File: config.mk
export PLATFORM = sky130hd
export DESIGN_NAME = tsdd_target
export DESIGN_NICKNAME = d
export VERILOG_FILES = /design/src/design/tsdd_pkg.sv /design/src/design/tsdd_dec_if.sv /design/src/design/tsdd_decode.sv /design/src/design/tsdd_target.sv
export SDC_FILE = /design/constraint.sdc
export NUM_CORES = 1
export LEC_CHECK = 0
export BUFFER_PORTS_ARGS = -buffer_cell sky130_fd_sc_hd__buf_2
export CORE_MARGIN = 5
export CORE_UTILIZATION = 25
export DETAILED_ROUTE_END_ITERATION = 10
export MAX_ROUTING_LAYER = met4
export PLACE_DENSITY = 0.43
export SLEW_MARGIN = 20
export SYNTH_ARGS = -nofsm -noshare
export SYNTH_HDL_FRONTEND = slang
export SYNTH_SLANG_ARGS = --single-unit
File: constraint.sdc
create_clock -name SYS_CLK -period 4.6 [get_ports SYS_CLK]
set_input_delay 0.46 -clock SYS_CLK [delete_from_list [all_inputs] [get_ports SYS_CLK]]
set_output_delay 0.46 -clock SYS_CLK [all_outputs]
set_load 0.02 [all_outputs]
File: src/design/tsdd_pkg.sv
// Operation
// - Claim by asserting device-select one, two or three clocks after address phase; a DECODE_SPEED of 3 here claims after four.
// - Report the claim speed in a readable status field.
// - Device-select is asserted no later than target-ready, stop or read data.
// - Device-select holds until the last data phase, except during target-abort.
// - Subtractive claim only after no other agent claimed within three clocks.
// - Complete address and command decode before driving any target response.
// - Never drive device-select from a partial, combinationally settling decode.
// - Qualify address decode with frame for non-configuration commands.
// - Qualify init-select with frame and address bits 1 and 0 for configuration.
// - Subtractive claim may move one or two clocks earlier, not before slowest decoder.
// - Claim when first byte is in range; disconnect when burst crosses boundary.
// - Target-abort an I/O access whose byte enables reach outside the range.
// - Subtractive bridge may byte-map shared doublewords and target-abort on conflict.
// - Or forward the access and silently drop the bytes it cannot service.
// - Low-bandwidth devices buffer at least four doublewords.
// - High-bandwidth devices buffer at least 32 doublewords.
// - Prefer whole-line transfers; avoid transfers shorter than four doublewords.
// - A sink that can stall waits for buffer space instead of overrun buffering.
// - A time-critical stream loses data when its buffer is not drained.
package tsdd_pkg;
	// ==========================================
	// Bus commands
	localparam logic [3:0] CMD_SPECIAL = 4'h1;
	localparam logic [3:0] CMD_IO_RD = 4'h2;
	localparam logic [3:0] CMD_MEM_RD = 4'h6;
	localparam logic [3:0] CMD_MEM_WR = 4'h7;
	localparam logic [3:0] CMD_CFG_RD = 4'hA;
	localparam logic [3:0] CMD_MEM_RDM = 4'hC;
	localparam logic [3:0] CMD_MEM_RDL = 4'hE;
	localparam logic [3:0] CMD_MEM_WRI = 4'hF;
	localparam logic [1:0] CFG_TYPE0 = 2'h0;
	// ==========================================
	// Claim timing, counted in clocks after the address phase
	localparam logic [1:0] SPEED_FAST = 2'h0;
	localparam logic [2:0] SLOT_FAST = 3'h1;
	localparam logic [2:0] SUB_SLOT_BASE = 3'h4;
	localparam logic [2:0] SLOT_MAX = 3'h7;
	localparam logic [31:0] ADDR_STEP = 32'h0000_0004;
	// ==========================================
	// Buffering
	localparam int BW_THRESH_MBPS = 5;
	localparam int MIN_BUF_LOW_DW = 4;
	localparam int MIN_BUF_HIGH_DW = 32;
	localparam int MIN_BURST_DW = 4;
	typedef enum logic [5:0] {
		ST_IDLE = 6'h01,
		ST_CLAIM = 6'h02,
		ST_DATA = 6'h04,
		ST_ABORT = 6'h08,
		ST_TURN = 6'h10,
		ST_BUSY = 6'h20
	} tsdd_state_t;
endpackage

File: src/design/tsdd_dec_if.sv
`timescale 1ns/1ps
interface tsdd_dec_if;
	logic [31:0] addr;
	logic [3:0] cmd;
	logic [3:0] cbe_n;
	logic addr_phase;
	logic frame_n;
	logic idsel;
	logic sub_mode;
	logic [31:0] range_base;
	logic [31:0] range_limit;
	logic range_io;
	logic [3:0] share_map;
	logic byte_check;
	logic hit;
	logic last_dw;
	logic be_bad;
	logic [3:0] be_keep;
	modport ctrl (output addr, cmd, cbe_n, addr_phase, frame_n, idsel, sub_mode, range_base,
		range_limit, range_io, share_map, byte_check, input hit, last_dw, be_bad, be_keep);
	modport dec (input addr, cmd, cbe_n, addr_phase, frame_n, idsel, sub_mode, range_base,
		range_limit, range_io, share_map, byte_check, output hit, last_dw, be_bad, be_keep);
endinterface

File: src/design/tsdd_decode.sv
`timescale 1ns/1ps
module tsdd_decode
	import tsdd_pkg::*;
(
	tsdd_dec_if.dec bus
);
	function automatic logic [3:0] bytes_in(input logic [31:0] a, input logic [31:0] lo,
		input logic [31:0] hi);
		logic [3:0] m;
		logic [31:0] b;
		m = 4'h0;
		for (int i = 0; i < 4; i++) begin
			b = {a[31:2], 2'b00} + 32'(i);
			m[i] = (b >= lo) && (b <= hi);
		end
		return m;
	endfunction

	logic is_cfg;
	logic is_io;
	logic is_mem;
	logic [31:0] first_byte;
	logic [3:0] own;
	logic [3:0] en;
	logic fwd_mode;

	always_comb begin
		is_cfg = bus.cmd[3:1] == CMD_CFG_RD[3:1];
		is_io = bus.cmd[3:1] == CMD_IO_RD[3:1];
		is_mem = bus.cmd[3:1] == CMD_MEM_RD[3:1] || bus.cmd == CMD_MEM_RDM ||
			bus.cmd == CMD_MEM_RDL || bus.cmd == CMD_MEM_WRI;
		// Memory bursts use the low bits for ordering, so the first byte is dword aligned
		first_byte = bus.range_io ? bus.addr : {bus.addr[31:2], 2'b00};
		fwd_mode = bus.sub_mode && !bus.byte_check;
		en = ~bus.cbe_n;
		own = bytes_in(bus.addr, bus.range_base, bus.range_limit);
		if (bus.sub_mode && bus.byte_check)
			own = own & ~bus.share_map;
	end

	always_comb begin
		bus.hit = 1'b0;
		if (bus.addr_phase && !bus.frame_n) begin
			if (is_cfg)
				bus.hit = bus.idsel && bus.addr[1:0] == CFG_TYPE0;
			else if (bus.range_io ? is_io : is_mem)
				bus.hit = first_byte >= bus.range_base && first_byte <= bus.range_limit;
		end
	end

	// Configuration access is single dword, so every phase counts as the last
	assign bus.last_dw = is_cfg || bus.addr[31:2] >= bus.range_limit[31:2];
	// Forward mode lets stray bytes fall away rather than abort
	assign bus.be_bad = is_io && |(en & ~own) && !fwd_mode;
	assign bus.be_keep = fwd_mode ? (en & own) : en;
endmodule

File: src/design/tsdd_target.sv
`timescale 1ns/1ps
module tsdd_target
	import tsdd_pkg::*;
#(
	parameter int BUF_DW = MIN_BUF_LOW_DW,
	parameter bit HIGH_BW = 1'b0
) (
	input wire logic SYS_CLK,
	input wire logic NRST,
	input wire logic FRAME_N,
	input wire logic IRDY_N,
	input wire logic IDSEL,
	input wire logic [3:0] CBE_N,
	input wire logic [31:0] AD_IN,
	output logic [31:0] AD_OUT,
	output logic AD_OE,
	input wire logic DEVSEL_N_IN,
	output logic DEVSEL_N_OUT,
	output logic DEVSEL_OE,
	output logic TRDY_N_OUT,
	output logic TRDY_OE,
	output logic STOP_N_OUT,
	output logic STOP_OE,
	input wire logic [1:0] DECODE_SPEED,
	input wire logic SUB_DECODE,
	input wire logic [1:0] SUB_PULLIN,
	input wire logic [1:0] SLOWEST_SPEED,
	input wire logic [31:0] RANGE_BASE,
	input wire logic [31:0] RANGE_LIMIT,
	input wire logic RANGE_IO,
	input wire logic [3:0] SHARE_MAP,
	input wire logic BYTE_CHECK,
	input wire logic STREAM_MODE,
	input wire logic LOST_CLR,
	output logic WR_VALID,
	input wire logic WR_READY,
	output logic [31:0] WR_DATA,
	output logic [3:0] WR_BE,
	input wire logic [31:0] RD_DATA,
	input wire logic RD_VALID,
	output logic RD_TAKE,
	output logic [1:0] DEVSEL_TIMING,
	output logic DATA_LOST,
	output logic TGT_ABORT
);
	// ==========================================
	// Buffer sizing
	localparam int MIN_DW = HIGH_BW ? MIN_BUF_HIGH_DW : MIN_BUF_LOW_DW;
	localparam int DEPTH = BUF_DW > MIN_DW ? BUF_DW : MIN_DW;
	localparam int PW = $clog2(DEPTH);
	localparam int CW = PW + 1;

	function automatic logic [2:0] sub_slot(input logic [1:0] pull, input logic [1:0] slow);
		logic [2:0] s;
		logic [2:0] floor_s;
		s = SUB_SLOT_BASE - {1'b0, pull};
		floor_s = {1'b0, slow} + SLOT_FAST + SLOT_FAST;
		return (s < floor_s) ? floor_s : s;
	endfunction

	function automatic logic [PW-1:0] ptr_inc(input logic [PW-1:0] p);
		return (p == PW'(DEPTH - 1)) ? '0 : p + PW'(1);
	endfunction

	// ==========================================
	// State
	tsdd_state_t state_ff;
	logic [2:0] cnt_ff;
	logic [2:0] slot_ff;
	logic sub_ff;
	logic [3:0] cmd_ff;
	logic [31:0] addr_ff;
	logic bus_idle_ff;
	logic first_ff;
	logic devsel_n_ff;
	logic trdy_n_ff;
	logic stop_n_ff;
	logic oe_ff;
	logic ad_oe_ff;
	logic [31:0] ad_out_ff;
	logic rd_take_ff;
	logic [1:0] timing_ff;
	logic lost_ff;
	logic abort_ff;
	logic [31:0] wr_data_ff;
	logic [3:0] wr_be_ff;
	logic wr_valid_ff;
	logic [35:0] buf_mem [DEPTH];
	logic [PW-1:0] wr_ptr_ff;
	logic [PW-1:0] rd_ptr_ff;
	logic [CW-1:0] count_ff;

	logic devsel_on;
	logic trdy_on;
	logic stop_on;
	logic addr_phase;
	logic is_wr;
	logic is_io;
	logic phase_done;
	logic last_done;
	logic claim_now;
	logic abort_now;
	logic full;
	logic push;
	logic push_ok;
	logic pop;
	logic drain_ok;
	logic [CW-1:0] nxt_count;
	logic [2:0] pos_slot;

	tsdd_dec_if dec_bus();
	tsdd_decode u_dec (
		.bus(dec_bus)
	);

	assign devsel_on = !devsel_n_ff;
	assign trdy_on = !trdy_n_ff;
	assign stop_on = !stop_n_ff;
	assign addr_phase = state_ff == ST_IDLE && bus_idle_ff && !FRAME_N;
	assign is_wr = cmd_ff[0];
	assign is_io = cmd_ff[3:1] == CMD_IO_RD[3:1];
	assign phase_done = (trdy_on || stop_on) && !IRDY_N;
	assign last_done = phase_done && FRAME_N;
	assign pos_slot = {1'b0, DECODE_SPEED} + SLOT_FAST;
	// Claim waits on the counter and, when subtractive, on every other agent staying silent
	assign claim_now = state_ff == ST_CLAIM && cnt_ff == slot_ff - SLOT_FAST &&
		!(sub_ff && !DEVSEL_N_IN);
	assign abort_now = state_ff == ST_DATA && first_ff && dec_bus.be_bad;

	// ==========================================
	// Decoder hookup
	always_comb begin
		dec_bus.addr = addr_ff;
		dec_bus.cmd = cmd_ff;
		if (addr_phase) begin
			dec_bus.addr = AD_IN;
			dec_bus.cmd = CBE_N;
		end else if (phase_done) begin
			dec_bus.addr = addr_ff + ADDR_STEP;
		end
	end
	assign dec_bus.cbe_n = CBE_N;
	assign dec_bus.addr_phase = addr_phase;
	assign dec_bus.frame_n = FRAME_N;
	assign dec_bus.idsel = IDSEL;
	assign dec_bus.sub_mode = sub_ff;
	assign dec_bus.range_base = RANGE_BASE;
	assign dec_bus.range_limit = RANGE_LIMIT;
	assign dec_bus.range_io = RANGE_IO;
	assign dec_bus.share_map = SHARE_MAP;
	assign dec_bus.byte_check = BYTE_CHECK;

	// ==========================================
	// Transaction sequencer
	always_ff @(posedge SYS_CLK or negedge NRST) begin
		if (!NRST) begin
			state_ff <= ST_IDLE;
			cnt_ff <= 3'h0;
			slot_ff <= SLOT_FAST;
			sub_ff <= 1'b0;
			cmd_ff <= 4'h0;
			addr_ff <= 32'h0000_0000;
			first_ff <= 1'b0;
		end else begin
			if (cnt_ff != SLOT_MAX)
				cnt_ff <= cnt_ff + SLOT_FAST;
			if (phase_done)
				addr_ff <= addr_ff + ADDR_STEP;
			case (state_ff)
			ST_IDLE: begin
				if (addr_phase) begin
					cmd_ff <= CBE_N;
					addr_ff <= AD_IN;
					cnt_ff <= SLOT_FAST;
					first_ff <= 1'b1;
					if (dec_bus.hit) begin
						sub_ff <= 1'b0;
						slot_ff <= pos_slot;
						state_ff <= (pos_slot == SLOT_FAST) ? ST_DATA : ST_CLAIM;
					end else if (SUB_DECODE && CBE_N != CMD_SPECIAL &&
						CBE_N[3:1] != CMD_CFG_RD[3:1]) begin
						sub_ff <= 1'b1;
						slot_ff <= sub_slot(SUB_PULLIN, SLOWEST_SPEED);
						state_ff <= ST_CLAIM;
					end else begin
						state_ff <= ST_BUSY;
					end
				end
			end
			ST_CLAIM: begin
				if (FRAME_N && IRDY_N)
					state_ff <= ST_IDLE;
				else if (sub_ff && !DEVSEL_N_IN)
					state_ff <= ST_BUSY;
				else if (claim_now)
					state_ff <= ST_DATA;
			end
			ST_DATA: begin
				first_ff <= 1'b0;
				if (abort_now)
					state_ff <= ST_ABORT;
				else if (last_done)
					state_ff <= ST_TURN;
			end
			ST_ABORT: begin
				if (FRAME_N && !IRDY_N)
					state_ff <= ST_TURN;
			end
			ST_TURN: state_ff <= ST_IDLE;
			ST_BUSY: begin
				if (FRAME_N && IRDY_N)
					state_ff <= ST_IDLE;
			end
			default: state_ff <= ST_IDLE;
			endcase
		end
	end

	always_ff @(posedge SYS_CLK or negedge NRST) begin
		if (!NRST)
			bus_idle_ff <= 1'b0;
		else
			bus_idle_ff <= FRAME_N && IRDY_N;
	end

	// ==========================================
	// Claim and response signals, all registered from the finished decode
	always_ff @(posedge SYS_CLK or negedge NRST) begin
		if (!NRST) begin
			devsel_n_ff <= 1'b1;
			oe_ff <= 1'b0;
		end else begin
			if ((addr_phase && dec_bus.hit && pos_slot == SLOT_FAST) || claim_now) begin
				devsel_n_ff <= 1'b0;
				oe_ff <= 1'b1;
			end else if (abort_now || (state_ff == ST_DATA && last_done)) begin
				devsel_n_ff <= 1'b1;
			end else if (state_ff == ST_TURN) begin
				oe_ff <= 1'b0;
			end
		end
	end

	always_ff @(posedge SYS_CLK or negedge NRST) begin
		if (!NRST) begin
			trdy_n_ff <= 1'b1;
			stop_n_ff <= 1'b1;
			ad_oe_ff <= 1'b0;
			ad_out_ff <= 32'h0000_0000;
			rd_take_ff <= 1'b0;
		end else begin
			rd_take_ff <= 1'b0;
			if ((addr_phase && dec_bus.hit && pos_slot == SLOT_FAST && !CBE_N[0]) ||
				(claim_now && !is_wr))
				ad_oe_ff <= 1'b1;
			if (state_ff == ST_DATA) begin
				if (abort_now) begin
					trdy_n_ff <= 1'b1;
					stop_n_ff <= 1'b0;
					ad_oe_ff <= 1'b0;
				end else if (last_done) begin
					trdy_n_ff <= 1'b1;
					ad_oe_ff <= 1'b0;
				end else if (is_wr) begin
					// Stall rather than overrun unless the sink is a live stream
					if ((STREAM_MODE || nxt_count < CW'(DEPTH)) && !(stop_on && phase_done)) begin
						trdy_n_ff <= 1'b0;
						if (!FRAME_N && dec_bus.last_dw)
							stop_n_ff <= 1'b0;
					end else begin
						trdy_n_ff <= 1'b1;
					end
				end else if (phase_done) begin
					trdy_n_ff <= 1'b1;
				end else if (!trdy_on && !stop_on && RD_VALID) begin
					ad_out_ff <= RD_DATA;
					trdy_n_ff <= 1'b0;
					rd_take_ff <= 1'b1;
					if (!FRAME_N && dec_bus.last_dw)
						stop_n_ff <= 1'b0;
				end
			end else if (state_ff == ST_TURN) begin
				trdy_n_ff <= 1'b1;
				stop_n_ff <= 1'b1;
				ad_oe_ff <= 1'b0;
			end
		end
	end

	// ==========================================
	// Status
	always_ff @(posedge SYS_CLK or negedge NRST) begin
		if (!NRST) begin
			timing_ff <= SPEED_FAST;
			lost_ff <= 1'b0;
			abort_ff <= 1'b0;
		end else begin
			timing_ff <= DECODE_SPEED;
			abort_ff <= abort_now;
			// A new loss in the clearing cycle must not be missed
			if (push && full)
				lost_ff <= 1'b1;
			else if (LOST_CLR)
				lost_ff <= 1'b0;
		end
	end

	// ==========================================
	// Posted write buffer
	assign full = count_ff == CW'(DEPTH);
	assign push = state_ff == ST_DATA && is_wr && trdy_on && !IRDY_N;
	assign push_ok = push && !full;
	// Hold back the sink until a useful burst has gathered or the access is over
	assign drain_ok = count_ff >= CW'(MIN_BURST_DW) || state_ff != ST_DATA;
	assign pop = count_ff != '0 && drain_ok && (!wr_valid_ff || WR_READY);
	assign nxt_count = count_ff + CW'(push_ok) - CW'(pop);

	always_ff @(posedge SYS_CLK) begin
		if (push_ok)
			buf_mem[wr_ptr_ff] <= {dec_bus.be_keep, AD_IN};
	end

	always_ff @(posedge SYS_CLK or negedge NRST) begin
		if (!NRST) begin
			wr_ptr_ff <= '0;
			rd_ptr_ff <= '0;
			count_ff <= '0;
		end else begin
			count_ff <= nxt_count;
			if (push_ok)
				wr_ptr_ff <= ptr_inc(wr_ptr_ff);
			if (pop)
				rd_ptr_ff <= ptr_inc(rd_ptr_ff);
		end
	end

	always_ff @(posedge SYS_CLK or negedge NRST) begin
		if (!NRST) begin
			wr_valid_ff <= 1'b0;
			wr_data_ff <= 32'h0000_0000;
			wr_be_ff <= 4'h0;
		end else if (pop) begin
			wr_valid_ff <= 1'b1;
			{wr_be_ff, wr_data_ff} <= buf_mem[rd_ptr_ff];
		end else if (WR_READY) begin
			wr_valid_ff <= 1'b0;
		end
	end

	// ==========================================
	// Outputs
	assign AD_OUT = ad_out_ff;
	assign AD_OE = ad_oe_ff;
	assign DEVSEL_N_OUT = devsel_n_ff;
	assign DEVSEL_OE = oe_ff;
	assign TRDY_N_OUT = trdy_n_ff;
	assign TRDY_OE = oe_ff;
	assign STOP_N_OUT = stop_n_ff;
	assign STOP_OE = oe_ff;
	assign WR_VALID = wr_valid_ff;
	assign WR_DATA = wr_data_ff;
	assign WR_BE = wr_be_ff;
	assign RD_TAKE = rd_take_ff;
	assign DEVSEL_TIMING = timing_ff;
	assign DATA_LOST = lost_ff;
	assign TGT_ABORT = abort_ff;

	// ==========================================
	// Checks
	logic [2:0] since_addr_ff;
	logic last_cur;

	always_ff @(posedge SYS_CLK or negedge NRST) begin
		if (!NRST)
			since_addr_ff <= 3'h0;
		else if (addr_phase)
			since_addr_ff <= SLOT_FAST;
		else if (since_addr_ff != SLOT_MAX)
			since_addr_ff <= since_addr_ff + SLOT_FAST;
	end
	assign last_cur = cmd_ff[3:1] == CMD_CFG_RD[3:1] || addr_ff[31:2] >= RANGE_LIMIT[31:2];
endmodule

==> Word-level counts from Yosys, hierarchy flattened <==
Memories as Yosys holds them, arrays and structs flattened. A register that Yosys moved wholly into a read port is not among the register bits.
Cells that the tools add are included.
{ "totals": {"regBits": 101, "mem_bits_rw": 144, "inputBits": 155, "out_inout_bits": 81, "elab_cells": 249, "memories": 1} }
{ "op_classes": {"addsub": 14, "order_cmp": 14, "n_eq_ne": 32, "n_mux": 73, "bitwise_logic": 10, "reduce_logical": 83} }
{ "memory_table": {"columns": ["name", "depth", "word_bits", "rd", "rd_ports_with_merged_regs", "write_ports", "line_no", "source"], "rows": [
  ["buf_mem", 4, 36, 1, 1, 1, "tsdd_target.sv:88", "logic [35:0] buf_mem [DEPTH];"]
]} }
{ "op_table": {"columns": ["cell", "n"], "rows": [
  ["32-bit >= comparator", 5],
  ["32-bit <= comparator", 5],
  ["32-bit two-way mux", 3],
  ["32-bit by 2-bit adder with 32-bit output, second input constant", 2],
  ["6-bit two-way mux", 10],
  ["1-bit two-way mux", 45],
  ["1-bit logical AND", 41],
  ["32-bit by 1-bit adder with 32-bit output, second input constant", 1],
  ["32-bit by 3-bit adder with 32-bit output, second input constant", 1],
  ["30-bit >= comparator", 1],
  ["6-bit one-hot mux with 5 select lines", 1],
  ["3-bit two-way mux", 7],
  ["1-bit logical NOT", 14],
  ["2-bit nonzero test", 7],
  ["4-bit AND", 3],
  ["4-bit == test, second input constant", 3],
  ["4-bit two-way mux", 3],
  ["3-bit inequality test, second input constant", 4],
  ["4-bit inverter", 3],
  ["1-bit logical OR", 11],
  ["5-bit AND reduction", 2],
  ["2-bit inequality test, second input constant", 4],
  ["4-bit by 3-bit inequality test with 1-bit output, second input constant", 2],
  ["2-bit by 1-bit adder with 3-bit output, second input constant", 2],
  ["other kinds (34)", 46]
]} }

==> Longest topological paths before layout <==
{ "logic_depth": {"depth_word": 20, "ltp_mapped": 20, "depth_no_buf": 19} }

==> Modules after synthesis <==
Synthesis repeated with hierarchy kept, for this count alone.
{ "unflattened": {"cells_unflattened": 1097, "area_unflattened_um2": 14034.7} }
{ "by_module_without_submodules": {"columns": ["mod", "n_inst", "cells_each", "area_each_um2", "seq_area_each_um2"], "rows": [
  ["tsdd_target", 1, 774, 11797.6, 7758.7],
  ["tsdd_decode", 1, 323, 2237.1, 0.0]
]} }

==> Least setup slack after synthesis <==
Ideal clock, no wire load.
{ "synth_path": {"path_type": "register -> register", "from": "register state_ff[0]", "to": "register ad_out_ff[0] (netlist: AD_OUT[0])", "setup_ns": 0.125, "t_arrival_ns": 4.490, "required_ns": 4.475, "path_slack_ns": -0.015, "stages_incl_launch_ff": 20, "n_path_buf": 5, "path_cell_list": "dfstp_2 -> nor4bb_4 -> and2_1 -> buf_4 -> clkbuf_1 -> clkbuf_1 -> clkbuf_1 -> nand2_1 -> o21ai_0 -> ha_1 -> a211oi_1 -> nor2_1 -> a2111oi_2 -> nor2_1 -> a211oi_2 -> a31oi_1 -> nor4_4 -> o211ai_4 -> buf_6 -> mux2_4"} }
{ "synth_via": {"elab_chain_cells": 17} }
{ "synth_lines": {"columns": ["item", "line_no", "source"], "rows": [
  ["start, declared", "tsdd_target.sv:67", "tsdd_state_t state_ff;"],
  ["start signal, assigned", "tsdd_target.sv:179", "state_ff <= (pos_slot == SLOT_FAST) ? ST_DATA : ST_CLAIM;"],
  ["6-bit by 1-bit == test with 1-bit output", "tsdd_target.sv:119", "assign addr_phase = state_ff == ST_IDLE && bus_idle_ff && !FRAME_N;"],
  ["1-bit logical AND (2 in a row)", "tsdd_target.sv:119", null],
  ["32-bit two-way mux", "tsdd_target.sv:135", "if (addr_phase) begin"],
  ["32-bit by 1-bit adder with 32-bit output or 32-bit by 2-bit adder with 32-bit output (tied branches)", "tsdd_decode.sv:13", "b = {a[31:2], 2'b00} + 32'(i);"],
  ["32-bit >= comparator or 32-bit <= comparator (tied branches)", "tsdd_decode.sv:14", "m[i] = (b >= lo) && (b <= hi);"],
  ["1-bit logical AND", "tsdd_decode.sv:14", null],
  ["4-bit AND", "tsdd_decode.sv:38", "own = own & ~bus.share_map;"],
  ["4-bit two-way mux", "tsdd_decode.sv:37", "if (bus.sub_mode && bus.byte_check)"],
  ["4-bit inverter", "tsdd_decode.sv:54", "assign bus.be_bad = is_io && |(en & ~own) && !fwd_mode;"],
  ["4-bit AND", "tsdd_decode.sv:54", null],
  ["4-bit OR reduction", "tsdd_decode.sv:54", null],
  ["1-bit logical AND (2 in a row)", "tsdd_decode.sv:54", null],
  ["1-bit logical AND", "tsdd_target.sv:128", "assign abort_now = state_ff == ST_DATA && first_ff && dec_bus.be_bad;"],
  ["1-bit inverter (no source line)", null, null],
  ["6-bit AND reduction (no source line) *", null, null],
  ["end signal, assigned", "tsdd_target.sv:249", "ad_out_ff <= 32'h0000_0000;"],
  ["end signal, assigned", "tsdd_target.sv:276", "ad_out_ff <= RD_DATA;"],
  ["end, declared", "tsdd_target.sv:80", "logic [31:0] ad_out_ff;"]
]} }
Mark *: on every way between the ends. The rest lies on a longest branch, timed or not.
A chain may end at the register's enable or synchronous reset.

==> Worst setup path in the final report <==
{ "layout_path": {"from": "register addr_ff[11]", "to": "register ad_out_ff[0] (netlist: AD_OUT[0])"} }
{ "layout_via": {"elab_chain_cells": 16} }
{ "layout_lines": {"columns": ["item", "line_no", "source"], "rows": [
  ["start, declared", "tsdd_target.sv:72", "logic [31:0] addr_ff;"],
  ["start signal, assigned", "tsdd_target.sv:168", "addr_ff <= addr_ff + ADDR_STEP;"],
  ["32-bit by 3-bit adder with 32-bit output", "tsdd_target.sv:139", "dec_bus.addr = addr_ff + ADDR_STEP;"],
  ["32-bit two-way mux *", "tsdd_target.sv:138", "end else if (phase_done) begin"],
  ["32-bit two-way mux *", "tsdd_target.sv:135", null],
  ["32-bit by 1-bit adder with 32-bit output or 32-bit by 2-bit adder with 32-bit output (tied branches)", "tsdd_decode.sv:13", null],
  ["32-bit >= comparator or 32-bit <= comparator (tied branches)", "tsdd_decode.sv:14", null],
  ["1-bit logical AND", "tsdd_decode.sv:14", null],
  ["4-bit AND", "tsdd_decode.sv:38", null],
  ["4-bit two-way mux *", "tsdd_decode.sv:37", null],
  ["4-bit inverter *", "tsdd_decode.sv:54", null],
  ["4-bit AND *", "tsdd_decode.sv:54", null],
  ["4-bit OR reduction *", "tsdd_decode.sv:54", null],
  ["1-bit logical AND * (2 in a row)", "tsdd_decode.sv:54", null],
  ["1-bit logical AND *", "tsdd_target.sv:128", null],
  ["1-bit inverter (no source line) *", null, null],
  ["6-bit AND reduction (no source line) *", null, null]
]} }
Marks and branches as above.

==> metrics.yaml <==
yosys:
  netlist_top_cells_area: "edfxtp_1 (31%), dfrtp_1 (24%), ha_1 (7.2%)"
  ys_warn_count: 0
  synth_top_area_frac: 0.3118
  synthMostInstantiatedCell: "edfxtp_1"
  synthFlopType: "edfxtp_1"
  ys_seq_elements: 281
  syn_inst: 1086
  synth_common_cells: "edfxtp_1 (144), dfrtp_1 (132), inv_1 (92)"
  syn_area_um2: 13870
  synth-edff-count: 144
  syn_avg_cell_area_um2: 12.77
  syn_nets: 1322
  synth_area_leader_cell: "edfxtp_1"
  ys_async_sr_fraction: 0.4875
  yosysUniqueCellTypes: 72
  yosysSeqAreaShare: 0.5595
clock_network:
  cts.sinks: 281
  cts_buffers: 34
  cts_tree: "done"
  path_clk_slew_ns: 0.05
  clock_latency_ns: 0.52
  clockBufferDepth: 3
  clockRootBuffer: "clkbuf_16"
  cts_max_level: 2
power:
  irDropWorstVdd_mv: 0.2243
  p_leak_nw: 7.906
  design_power_total_mw: 9.870
  powerDensity_nw_per_um2: 537.7
sta:
  fin_skew_ns: 0.01118
  max_freq_ghz: 0.2096
  fin_crit_ns: 4.772
  setup_viol: 32
  rsz0062_at_grt: "true"
  period_share: 1.037
  tightest_slew_ns: 0.8035
  slew_viol_final: 0
  setup_ws_ns: -0.1719
  slew_headroom: 0.4643
  finalHoldViolations: 0
placed_design:
  place.gp.congestion: 0.8333
  io_buffer_count: 235
  pre_cts_ws_ns: -0.5841
  post-dp-hpwl_mm: 29.98
  placed_cell_area_um2: 16780
routing:
  dr.pass1.iters: 4
  routed_wl_mm: 40.67
  routed-via-count: 9812
  wire_per_inst_um: 18.15
  drcViolationCount: 0
  viasPerCell: 4.380
  ant_nets: 0
  initialDrtViolationCount: 373
global_route:
  first_global_vias: 10380
  grt_first_pass_wirelength_mm: 61.40
  grt_start_max_net_pins: 64
  overflow: 0
  grt_usage: 0.1362
  antenna_found_initial: 10
flow_run:
  max_cap_viol_count: 0
critical_path:
  crit_path_top_delay_cell: "dfrtp_1"
  path_depth: 24
  path_buf_inv: 5
  critical_path.top_delay_family: "simple AND/OR/NAND/NOR gates"
  r2r_start: "addr_ff[11]"
  cp_common_cell: "buf_4"
  crit_arrival_ns: 5.17
  endpoint_kind: "flop"
  worstPathCellList: "nand3_2 > or3_4 > nor2_4 > nand2_2 > nor2_4 > nand3_2 > buf_4 > nor2_1 > xnor2_1 > o21ai_2 > ha_4 > nand4_1 > nor4_4 > buf_4 > and2_4 > a221oi_1 > a31oi_1 > a41oi_2 > nor4_4 > buf_4 > o211ai_4 > buf_6 > buf_16 > mux2_4"
  crit_fanout: 8
  worstPathRequired_ns: 5.00
  worst-setup-path-type: "flop to flop"
  regToRegSetupSlack_ns: -0.17
  r2r-end: "AD_OUT[0]"
  slowest_delay_ns: 0.37
  start_kind: "flop"
  r2r_cells: 24
die:
  die_h_um: 245.5
  rows: 86
  start_util: 0.2522
  dieArea_um2: 60280
  design.portCount: 236
  die_w_um: 245.5
  core_area_um2: 54990
min_path:
  holdPathEnd: "DEVSEL_TIMING[1]"
  hold_path.startpoint: "DECODE_SPEED[1]"
  holdPathStages: 1
  hp-class: "input port to flop"
outcome:
  violations: "negative setup slack"
  status: "finished with violations"
final_layout:
  fin_area_um2: 18350
  fill_cells: 5560
  drive_gt1_frac: 0.3962
  synthToLayoutAreaGrowth_pct: 32.34
  multi_input_comb_area_um2: 5869
  fin_nets: 1694
  register_area_um2: 7760
worst max-delay path by stage:
stage	start	end	slack (ns)
2_1_floorplan	state_ff[0]	AD_OUT[0]	0.06
3_3_place_gp	IRDY_N	AD_OUT[26]	-0.52
3_5_place_dp	IRDY_N	AD_OUT[31]	-0.58
4_1_cts	STOP_N_OUT	AD_OUT[22]	-0.16
5_1_grt	TRDY_N_OUT	AD_OUT[0]	-0.44
6_report	addr_ff[11]	AD_OUT[0]	-0.17
per-stage QoR:
stage / util / cells / hold WS, ns / setup TNS [ns]
2_1_floorplan: - / 1086 / 0.1644 / 0
6_report: 0.3338 / 2240 / 0.07798 / -3.535
3_5_place_dp: 0.3052 / 2154 / 0.4517 / -20.77
3_3_place_gp: 0.3052 / 2154 / 0.4485 / -18.14
4_1_cts: 0.3310 / 2224 / 0.03573 / -3.835
5_1_grt: 0.3338 / 2239 / 0.04085 / -13.42
cells in the final DEF, fill, tap and decap left out, types with 8 or more instances in the layout:
cell and count:
nand2_1 84, clkbuf_16 37, nand3_1 21, mux4_2 36, mux2_2 38, and2_1 9
nor2_1 35, a21oi_1 40, dfrtp_1 131, edfxtp_1 144, mux2_4 30, diode_2 8
nor2b_1 11, clkbuf_1 8, inv_1 92, buf_2 234, buf_4 124, nand4_1 19
ha_1 78, xor2_1 20, xnor2_1 16, o21ai_0 74
flip-flops by register name, indices dropped and copies added (netlist names), 3 cells and up:
signal    flops
state_ff      6
WR_DATA      32
AD_OUT       32
slot_ff       3
WR_BE         4
cmd_ff        4
addr_ff      32
buf_mem     144
count_ff      3
cnt_ff        3
final cells by class:
class,instances,share of cell area
sequential,281,0.4228
multi-input combinational,679,0.3198
timing repair buffer,370,0.1250
clock buffer,48,0.05433
tap,748,0.05099
inverter,92,0.01882
clock inverter,14,0.007158
antenna,8,0.001091
power by group:
part	total (mW)	switching [mW]	internal [mW]
logic	3.74	1.93	1.81
clock network	2.68	1.04	1.63
registers	3.46	0.375	3.08
repair_timing:
action | CTS | global route
hold buffers | 1 | 0
buffers inserted | 5 | 11
cloned | 3 | 0
endpoints found under the hold margin | 56 | 0
setup endpoints to repair | 40 | 39
pin swaps | 8 | 24
resized for setup | 46 | 24
logic make-up after synthesis:
| family | Yosys count | share of synthesized area |
|---|---|---|
| xor+xnor | 36 | 0.02274 |
| fa+ha+maj | 81 | 0.07362 |
| mux | 107 | 0.1241 |
| flops | 281 | 0.5595 |
| simple gates | 260 | 0.09744 |
| compound gates | 195 | 0.08607 |
| buf+inv | 126 | 0.03654 |
worst register-to-register path, cell delays in order (launching register included):
cell and delay (ns):
dfrtp_1 0.37, nand3_2 0.09, or3_4 0.37, nor2_4 0.13
nand2_2 0.08, nor2_4 0.14, nand3_2 0.10, buf_4 0.15
nor2_1 0.12, xnor2_1 0.17, o21ai_2 0.13, ha_4 0.29
nand4_1 0.17, nor4_4 0.34, buf_4 0.19, and2_4 0.15
a221oi_1 0.07, a31oi_1 0.26, a41oi_2 0.20, nor4_4 0.22
buf_4 0.18, o211ai_4 0.12, buf_6 0.17, buf_16 0.15
mux2_4 0.30
layer usage:
layer | up-vias | track usage | share of wire
met5 | - | - | 0
met4 | 0 | 0.03709 | 0.024
met3 | 52 | 0.02630 | 0.041
met2 | 158 | 0.2234 | 0.49
met1 | 4849 | 0.1739 | 0.45
li1 | 4753 | - | -
No activity file was read; power rests on OpenSTA's default activity.
